==> src/move_exec_pkg.sv <==
package move_exec_pkg;

    localparam int ADDR_W = 12;
    localparam int DATA_W = 8;
    localparam int WORD_W = 16;

    // Opcode fields
    localparam logic [3:0] OP_FF_SRC = 4'hc;
    localparam logic [3:0] OP_FF_DST = 4'hf;
    localparam logic [7:0] OP_LIT_BANK = 8'h01;

    // Quarter-phase numbering
    localparam logic [1:0] Q1 = 2'h0;
    localparam logic [1:0] Q2 = 2'h1;
    localparam logic [1:0] Q3 = 2'h2;
    localparam logic [1:0] Q4 = 2'h3;

    // Data-space addresses that cannot be move destinations
    localparam logic [11:0] ADDR_PROGRAM_COUNTER_LOW = 12'hff9;
    localparam logic [11:0] ADDR_TOP_OF_STACK_LOW = 12'hffd;
    localparam logic [11:0] ADDR_TOP_OF_STACK_HIGH = 12'hffe;
    localparam logic [11:0] ADDR_TOP_OF_STACK_UPPER = 12'hfff;

    // Reset values
    localparam logic [3:0] BANK_RESET = 4'h0;
    localparam logic [1:0] PHASE_RESET = 2'h0;

    typedef enum logic [1:0] {
        ST_IDLE,
        ST_FF_WAIT,
        ST_FF_WRITE
    } exec_state_t;

    typedef struct packed {
        logic re;
        logic we;
        logic [11:0] addr;
        logic [7:0] wdata;
    } mem_req_t;

endpackage : move_exec_pkg

==> src/data_move_instruction_exec.sv <==
`timescale 1ns/1ns
// Contract
// - File-to-file move copies source byte to destination; flags untouched.
// - Source address may be any of 000h to FFFh, bank ignored.
// - Destination address is the full 12 bits of the second word.
// - Accumulator may be source or destination via its data address.
// - Program counter low and top-of-stack bytes are refused as destinations.
// - First word 1100+source, second word 1111+destination.
// - Two cycles: read source first, write destination second, no dummy read.
// - Bank select upper four bits stay zero after literal-to-bank load.
module data_move_instruction_exec (
    // Clock and reset
    input wire logic clk_i,
    input wire logic rst_i,
    // Instruction fetch
    input wire logic [15:0] instr_i,
    input wire logic instr_valid_i,
    // Data memory
    input wire logic [7:0] mem_rdata_i,
    output move_exec_pkg::mem_req_t mem_req_o,
    // Status
    output logic [3:0] bank_select_register_o,
    output logic busy_o,
    output logic dest_refused_o,
    output logic [1:0] phase_o
);

    typedef struct packed {
        move_exec_pkg::exec_state_t st;
        logic [7:0] data;
        logic [3:0] bank;
        move_exec_pkg::mem_req_t req;
        logic busy;
        logic refused;
        logic [1:0] ph;
        logic lit_pend;
        logic [3:0] lit;
    } state_t;

    state_t s;
    state_t next_s;
    logic [1:0] phase;
    logic last;

    // Free-running quarter counter; the fetch unit presents words in step with it
    phase_counter u_phase (
        .clk_i(clk_i),
        .rst_i(rst_i),
        .phase_o(phase),
        .last_o(last)
    );

    // Word decoders shared by the states that look at the fetch port
    function automatic logic is_move_source(input logic [15:0] w);
        is_move_source = (w[15:12] == move_exec_pkg::OP_FF_SRC);
    endfunction : is_move_source

    function automatic logic is_move_dest(input logic [15:0] w);
        is_move_dest = (w[15:12] == move_exec_pkg::OP_FF_DST);
    endfunction : is_move_dest

    function automatic logic is_lit_bank(input logic [15:0] w);
        is_lit_bank = (w[15:8] == move_exec_pkg::OP_LIT_BANK);
    endfunction : is_lit_bank

    // Writes here would break program flow, so they are dropped
    function automatic logic dest_forbidden(input logic [11:0] a);
        case (a)
            move_exec_pkg::ADDR_PROGRAM_COUNTER_LOW,
            move_exec_pkg::ADDR_TOP_OF_STACK_LOW,
            move_exec_pkg::ADDR_TOP_OF_STACK_HIGH,
            move_exec_pkg::ADDR_TOP_OF_STACK_UPPER:
            begin
                dest_forbidden = 1'b1;
            end
            default:
            begin
                dest_forbidden = 1'b0;
            end
        endcase
    endfunction : dest_forbidden

    // Read keeps the last write data so only the strobe and address move
    function automatic move_exec_pkg::mem_req_t read_req(input logic [11:0] a,
        input logic [7:0] d);
        read_req.re = 1'b1;
        read_req.we = 1'b0;
        read_req.addr = a;
        read_req.wdata = d;
    endfunction : read_req

    // Read strobe stays low in the write cycle: no dummy read
    function automatic move_exec_pkg::mem_req_t write_req(input logic [11:0] a,
        input logic [7:0] d);
        write_req.re = 1'b0;
        write_req.we = 1'b1;
        write_req.addr = a;
        write_req.wdata = d;
    endfunction : write_req

    // One reset image for the whole state
    function automatic state_t reset_state();
        reset_state = '0;
        reset_state.st = move_exec_pkg::ST_IDLE;
        reset_state.bank = move_exec_pkg::BANK_RESET;
        reset_state.ph = move_exec_pkg::PHASE_RESET;
    endfunction : reset_state

    // Decoded view of the fetch port
    logic at_q1;
    logic at_q3;
    logic src_word;
    logic dst_word;
    logic lit_word;

    assign at_q1 = (phase == move_exec_pkg::Q1);
    assign at_q3 = (phase == move_exec_pkg::Q3);
    assign src_word = instr_valid_i && is_move_source(instr_i);
    assign dst_word = instr_valid_i && is_move_dest(instr_i);
    assign lit_word = instr_valid_i && is_lit_bank(instr_i);

    always_comb
    begin
        next_s = s;
        next_s.req.re = 1'b0;
        next_s.req.we = 1'b0;
        next_s.ph = phase;
        case (s.st)
            move_exec_pkg::ST_IDLE:
            begin
                next_s.busy = 1'b0;
                // Instruction word is sampled at Q1 decode
                if (at_q1)
                begin
                    if (src_word)
                    begin
                        // Whole 12-bit address, no bank applied
                        next_s.req = read_req(instr_i[11:0], s.req.wdata);
                        next_s.busy = 1'b1;
                        next_s.lit_pend = 1'b0;
                        next_s.st = move_exec_pkg::ST_FF_WAIT;
                    end
                    // Latched at Q1 so a word that changes later cannot disturb the load
                    else if (lit_word)
                    begin
                        // Only the low nibble is held, so upper bank bits stay zero
                        next_s.lit = instr_i[3:0];
                        next_s.lit_pend = 1'b1;
                    end
                end
                // Bank written in the last quarter of the same cycle
                if (last && s.lit_pend)
                begin
                    next_s.bank = s.lit;
                    next_s.lit_pend = 1'b0;
                end
            end

            move_exec_pkg::ST_FF_WAIT:
            begin
                // Read data captured when the Q2 read returns
                if (at_q3)
                begin
                    next_s.data = mem_rdata_i;
                end
                if (last)
                begin
                    next_s.st = move_exec_pkg::ST_FF_WRITE;
                end
            end

            move_exec_pkg::ST_FF_WRITE:
            begin
                // Destination word checked at Q3 so the write lands at Q4
                if (at_q3 && dst_word)
                begin
                    if (dest_forbidden(instr_i[11:0]))
                    begin
                        next_s.refused = 1'b1;
                    end
                    else
                    begin
                        next_s.refused = 1'b0;
                        next_s.req = write_req(instr_i[11:0], s.data);
                    end
                end
                if (last)
                begin
                    next_s.busy = 1'b0;
                    next_s.st = move_exec_pkg::ST_IDLE;
                end
            end

            // Unused encoding falls back to idle
            default:
            begin
                next_s.st = move_exec_pkg::ST_IDLE;
            end
        endcase
    end

    always_ff @(posedge clk_i)
    begin
        if (rst_i)
        begin
            s <= reset_state();
        end
        else
        begin
            s <= next_s;
        end
    end

    // Every output is a register field, with no logic after it
    assign mem_req_o = s.req;
    // Only four bits are stored, so the upper four can never be set
    assign bank_select_register_o = s.bank;
    assign busy_o = s.busy;
    assign dest_refused_o = s.refused;
    assign phase_o = s.ph;

endmodule : data_move_instruction_exec

==> src/phase_counter.sv <==
`timescale 1ns/1ns
module phase_counter (
    // Clock and reset
    input wire logic clk_i,
    input wire logic rst_i,
    // Phase
    output logic [1:0] phase_o,
    output logic last_o
);

    logic [1:0] phase;
    logic [1:0] next_phase;

    always_comb
    begin
        next_phase = phase + 2'h1;
    end

    always_ff @(posedge clk_i)
    begin
        if (rst_i)
        begin
            phase <= move_exec_pkg::PHASE_RESET;
        end
        else
        begin
            phase <= next_phase;
        end
    end

    assign phase_o = phase;
    assign last_o = (phase == move_exec_pkg::Q4);

endmodule : phase_counter

==> config.mk <==
export PLATFORM = sky130hd
export DESIGN_NAME = data_move_instruction_exec
export DESIGN_NICKNAME = d
export VERILOG_FILES = /design/src/move_exec_pkg.sv /design/src/data_move_instruction_exec.sv /design/src/phase_counter.sv
export SDC_FILE = /design/constraint.sdc
export NUM_CORES = 1
export LEC_CHECK = 0
export BUFFER_PORTS_ARGS = -buffer_cell sky130_fd_sc_hd__buf_4
export CAP_MARGIN = 20
export CORE_UTILIZATION = 35
export CTS_CLUSTER_DIAMETER = 50
export DETAILED_ROUTE_END_ITERATION = 7
export PLACE_DENSITY_LB_ADDON = 0.2
export SLEW_MARGIN = 15
export SYNTH_ARGS = -nofsm -noshare
export SYNTH_HDL_FRONTEND = slang
export SYNTH_SLANG_ARGS = --single-unit
==> constraint.sdc <==
create_clock -name clk_i -period 1.9 [get_ports clk_i]
set_clock_uncertainty 0.1 [all_clocks]
set_input_delay 0 -clock clk_i [delete_from_list [all_inputs] [get_ports clk_i]]
set_output_delay 0 -clock clk_i [all_outputs]
set_load 0.1 [all_outputs]
### Word-level counts from Yosys, hierarchy flattened

Cells that the tools add are included.

| cells by class | value |
|---|---|
| multiplexer cells | 20 |
| equal/unequal tests | 17 |
| add/subtract/negate cells | 1 |
| reductions and logical operators | 20 |
| bitwise gates (word level) | 3 |

Operator list:

| cell | number |
|---|---|
| 12-bit == test (second input constant) | 4 |
| 23-bit 2-to-1 mux | 2 |
| 23-bit case mux with 2 select lines | 1 |
| 21-bit 2-to-1 mux | 2 |
| 2-bit inequality test (second input constant) | 6 |
| 4-bit AND reduction | 3 |
| 5-bit 2-to-1 mux | 2 |
| 4-bit == test (second input constant) | 2 |
| 8-bit by 1-bit == test with 1-bit output (second input constant) | 1 |
| 2-bit 2-to-1 mux | 4 |
| 2-bit AND reduction | 4 |
| 1-bit 2-to-1 mux | 7 |
| 2-bit == test (second input constant) | 3 |
| 2-bit case mux with 3 select lines | 1 |
| 1-bit logical AND | 5 |
| 5-bit AND reduction | 1 |
| 2-bit logical NOT | 2 |
| 4-bit 2-to-1 mux | 1 |
| 2-bit nonzero test | 2 |
| 4-bit OR reduction | 1 |
| 1-bit inverter | 3 |
| 3-bit AND reduction | 1 |
| 3-bit nonzero test | 1 |
| 2-bit by 1-bit adder with 2-bit output (second input constant) | 1 |
| 2-bit by 1-bit == test with 1-bit output (second input constant) | 1 |

| storage, ports and cells | value |
|---|---|
| word-level logic and storage cells | 74 |
| bits in registers | 47 |
| bits of input ports | 27 |
| output and inout bits | 30 |

### Longest topological paths before layout

| depth | value |
|---|---|
| depth in word-level cells | 8 |
| gate-level depth with buffers | 8 |
| gate-level depth less buffers | 6 |

### Hierarchy

A second synthesis with hierarchy kept.

| unflattened totals | value |
|---|---|
| cell total of the unflattened synthesis | 230 |
| area, all modules | 2130.8 um^2 |

By module, submodules not included:

| module | cells an instance | instances | area an instance (um^2) |
|---|---|---|---|
| data_move_instruction_exec | 225 | 1 | 2068.2 |
| phase_counter | 5 | 1 | 62.6 |

### Least setup slack after synthesis

OpenSTA, ideal clock, no wires.

| timing path | value |
|---|---|
| path kind | register to register |
| start point | register u_phase.phase[0] (netlist: u_phase.phase_o[0]) |
| end point | register s (netlist bit mem_req_o[0]) |
| data arrival time | 1.534 ns |
| cell stages (with the launch flop) | 9 |
| data required time | 1.683 ns |
| slack | 0.149 ns |
| setup time | 0.117 ns |
| cell sequence | dfxtp_1 > inv_1 > ha_1 > buf_4 > and4b_1 > nand3_2 > o21ba_1 > buf_6 > a22o_1 |

| between the ends | value |
|---|---|
| longest elaborated chain between the ends | 3 |

RTL lines:

| element | RTL line | text |
|---|---|---|
| start: declaration | phase_counter.sv:11 | `logic [1:0] phase;` |
| start signal: assignment | phase_counter.sv:23 | `phase <= move_exec_pkg::PHASE_RESET;` |
| start signal: assignment | phase_counter.sv:27 | `phase <= next_phase;` |
| 2-bit == test | data_move_instruction_exec.sv:117 | `assign at_q3 = (phase == move_exec_pkg::Q3);` |
| 1-bit logical AND | data_move_instruction_exec.sv:175 | `if (at_q3 && dst_word)` |
| 4-bit AND reduction (no source line) | n/a |  |
| end signal: assignment | data_move_instruction_exec.sv:206 | `s <= reset_state();` |
| end signal: assignment | data_move_instruction_exec.sv:210 | `s <= next_s;` |
| end: declaration | data_move_instruction_exec.sv:40 | `state_t s;` |

No other way between the ends.
A chain may end at the register's enable or synchronous reset.

### Worst setup path in the final report

| timing path | value |
|---|---|
| start point | register u_phase.phase[0] (netlist: u_phase.phase_o[0]) |
| end point | register s (netlist bit mem_req_o[1]) |

Same word-level chain as after synthesis.

==> results.md <==
- Run status: finished clean
- Reg2Reg Depth: 6
- H-tree depth: 2
- Share of cells above drive strength 1: 29.9%
- DRC violations left: 0
- Parity-gate share of the synthesized area counting xor and xnor cells: 0%
- Multi-input logic area: 883 um^2
- Area growth from synthesis to layout: 28.9%
- Non-Filler Cell Area, Final: 2730 um^2
- Initial antenna violation count: 0
- IR drop worst, VDD: 403 uV
- Buffers on Ports: 56
- Data required time at the worst endpoint: between 1.5 and 2 ns
- Tightest Pin Transition: 0.461 ns
- Number of enable flip-flop cells after synthesis: 0
- Register-to-register setup slack: 0.17 ns
- Final total negative setup slack: 0 ns
- Arrival @ worst endpoint: between 1.5 and 2 ns
- Final setup violating endpoints: 0
- Post-synthesis async set-or-reset flop share: 0%
- Worst R2R End: mem_req_o[1]
- Number of failing hold endpoints at the final stage: 0
- Die Footprint: 6360 um^2
- Count of distinct cell types in the synthesized netlist: 33
- Number of warnings printed during yosys synthesis: 0
- Dominant combinational cell family by area after synthesis: simple AND/OR/NAND/NOR gates
- Hold-critical path endpoint: u_phase.phase_o[0]
- Worst Hold Launch: rst_i
- Leakage power total: roughly 1.2 nW
- Flip-flop and latch count after synthesis: 47
- Share of cell area taken by muxes after synthesis: 9.94%
- Number of cells on the worst hold path: 2
- Area taken by flip-flops and latches: 941 um^2
- FILL cells: 559
- Post-synthesis share of cell area spent on and, or, nand and nor gates: 21.8%
- Worst skew pair latency: 0.30 ns
- GRT Resource Usage Total: between 10% and 20%
- Critical path fanouts, max: 9
- Tightest slew margin relative to the limit: 69.3%
- Last weighted congestion value of the routability-driven placer: ~0.7
- Class of the tightest hold or removal check: in -> reg
- RSZ-0062 raised after global routing: false
- Maximum frequency from static timing analysis: 578 MHz
- Vias: around 1,500
- Cell chosen for the clock root: sky130_fd_sc_hd__clkbuf_8
- Per-cell routed wire length: about 12 um
- IO Count: 57
- Max-slew violation count: 0
- Post-synthesis adder-cell area fraction: 1.78%
- Sinks on Clock Net: 47
- Synth Net Count: approximately 240
- Critical Setup Path Class: reg -> reg
- FF-to-FF Start: u_phase.phase_o[0]
- Min Tclk post-route: 1.73 ns
- Post-synth top flop: sky130_fd_sc_hd__dfxtp_1
- Capturing element type of the critical path: register
- Number of nets in the finished design: 293
- Effective utilization at floorplan: 37.3%
- Post-detailed-route via-to-cell ratio: 4.47
- Overflow after GRT: 0
- Post-synthesis instance area: about 2100 um^2
- Proportion of synthesized chip area in sequential cells: around 44%
- MaxCap Viol Count: 0
- Commonest cells after routing, fill and taps aside: sky130_fd_sc_hd__buf_4 (60), sky130_fd_sc_hd__dfxtp_1 (47), sky130_fd_sc_hd__mux2i_1 (21), sky130_fd_sc_hd__nand2b_1 (21), sky130_fd_sc_hd__dlygate4sd3_1 (20)
- Number of diodes: 0
- Number of DRC markers in iteration 0: 45
- Largest net degree at the start of global routing: 52
- Number of cells produced by synthesis: ~210
- CTS tree: done
- Routed Antenna Nets: 0
- Syn_area_per_cell: 9.97 um^2
- Estimated wirelength of the detail-placed design: 2770 um
- Width of the chip: 79.7 um
- Post-CTS Setup Bufs: 0
- Post-route core utilization: 48.0%
- Number of buffers added by the clock tree synthesis step: 5
- Hold slack final: roughly 0.032 ns
- Leading cell type in the layout, fill and taps excluded: sky130_fd_sc_hd__buf_4
- Number of global-route vias before repair: 1,521
- Reg clk slew, reported paths: 0.08 ns
- Drt first pass iters: 4
- Share of the synthesized area in compound gates (AO/OA/AOI/OAI): 8.28%
- Max clock buf depth: 2
- Areal power density over the cells: 719 nW/um^2
- Ratio of final minimum period to clock period: 91.0%
- First-pass GRT wire length: around 6700 um
- Launching element type of the critical path: register
- WL final: 4020 um
- Core footprint: 5680 um^2
- Die Height: 79.7 um
- Final Power: 1.96 mW
- Total cell area at the placement stage: roughly 2400 um^2
- Row Count: 27
[report_power, final]
| part | internal, mW | switching, mW |
|---|---|---|
| sequential | 0.994 | 0.00587 |
| clock | 0.426 | 0.327 |
| combinational | 0.100 | 0.107 |
| total | 1.52 | 0.440 |
[critical path, stage by stage (launching register included)]
cell and delay [ns]:
sky130_fd_sc_hd__dfxtp_1 0.33, sky130_fd_sc_hd__inv_1 0.10, sky130_fd_sc_hd__ha_1 0.18, sky130_fd_sc_hd__and4b_1 0.22
sky130_fd_sc_hd__nand3_2 0.14, sky130_fd_sc_hd__o21ba_2 0.31, sky130_fd_sc_hd__a22o_1 0.24
[cell families (layout without fill, tap and decap cells)]
group                    count (synthesis)  in the layout
AND/OR/NAND/NOR                         74             74
adder cells (fa/ha/maj)                  3              3
buffers and inverters                   43             95
multiplexers                            21             21
AO/OA/AOI/OAI                           24             24
flip-flops                              47             47
[how the worst max path moves through the flow]
stage	from	endpoint	slack, ns	cells past startpoint
after detailed placement	u_phase.phase_o[0]	mem_req_o[6]	0.15	6
final	u_phase.phase_o[0]	mem_req_o[1]	0.17	6
after floorplan	u_phase.phase_o[0]	mem_req_o[0]	0.15	8
after global routing	u_phase.phase_o[0]	mem_req_o[13]	0.02	7
after CTS	u_phase.phase_o[0]	mem_req_o[6]	0.10	6
after global placement	u_phase.phase_o[0]	mem_req_o[5]	0.20	6
[Yosys cell counts (3+ instances only)]
library cell,n,area (um^2)
sky130_fd_sc_hd__dfxtp_1,47,941
sky130_fd_sc_hd__buf_4,30,225
sky130_fd_sc_hd__mux2i_1,21,210
sky130_fd_sc_hd__nand2b_1,21,131
sky130_fd_sc_hd__nor2_1,14,52.6
sky130_fd_sc_hd__nand2_1,11,41.3
sky130_fd_sc_hd__a21oi_1,10,50.1
sky130_fd_sc_hd__nand3_1,10,50.1
sky130_fd_sc_hd__a22o_1,7,61.3
sky130_fd_sc_hd__inv_1,6,22.5
sky130_fd_sc_hd__clkbuf_1,4,15.0
sky130_fd_sc_hd__or2b_1,4,30.0
sky130_fd_sc_hd__ha_1,3,37.5
[per-layer routing]
layer	share of wire, %	track usage, %	vias to the layer above
met4	1.3	4.91	0
li1	-	-	784
met1	46	15.8	676
met3	4.9	3.66	7
met5	0	0	-
met2	48	24.4	36
[flip-flops by register name, indices dropped and copies added (netlist names)]
signal and cells:
mem_req_o 22, s 15, bank_select_register_o 4, phase_o 2, u_phase.phase_o 2, busy_o 1, dest_refused_o 1
[what timing repair did]
item / 4_1_cts / 5_1_grt
hold buffers: 20 / 0
endpoints found under the hold margin: 24 / 0
gates resized for setup: 0 / 1
endpoints found under the setup margin: 0 / 2
[cell type report]
| type | count | area share, % |
|---|---|---|
| Multi-Input combinational cell | 122 | 32.4 |
| Tap cell | 72 | 3.31 |
| Sequential cell | 47 | 34.5 |
| Clock inverter | 2 | 1.29 |
| Timing Repair Buffer | 81 | 24.6 |
| Inverter | 6 | 0.826 |
| Clock buffer | 6 | 3.03 |
[per-stage QoR]
stage | std cells | setup slack, ns
after CTS | 336 | 0.103
final | 336 | 0.171
after global routing | 336 | 0.0185
after floorplan | 212 | 0.149
after detailed placement | 308 | 0.149
after global placement | 308 | 0.196
Power figures use the tool's default switching activity.
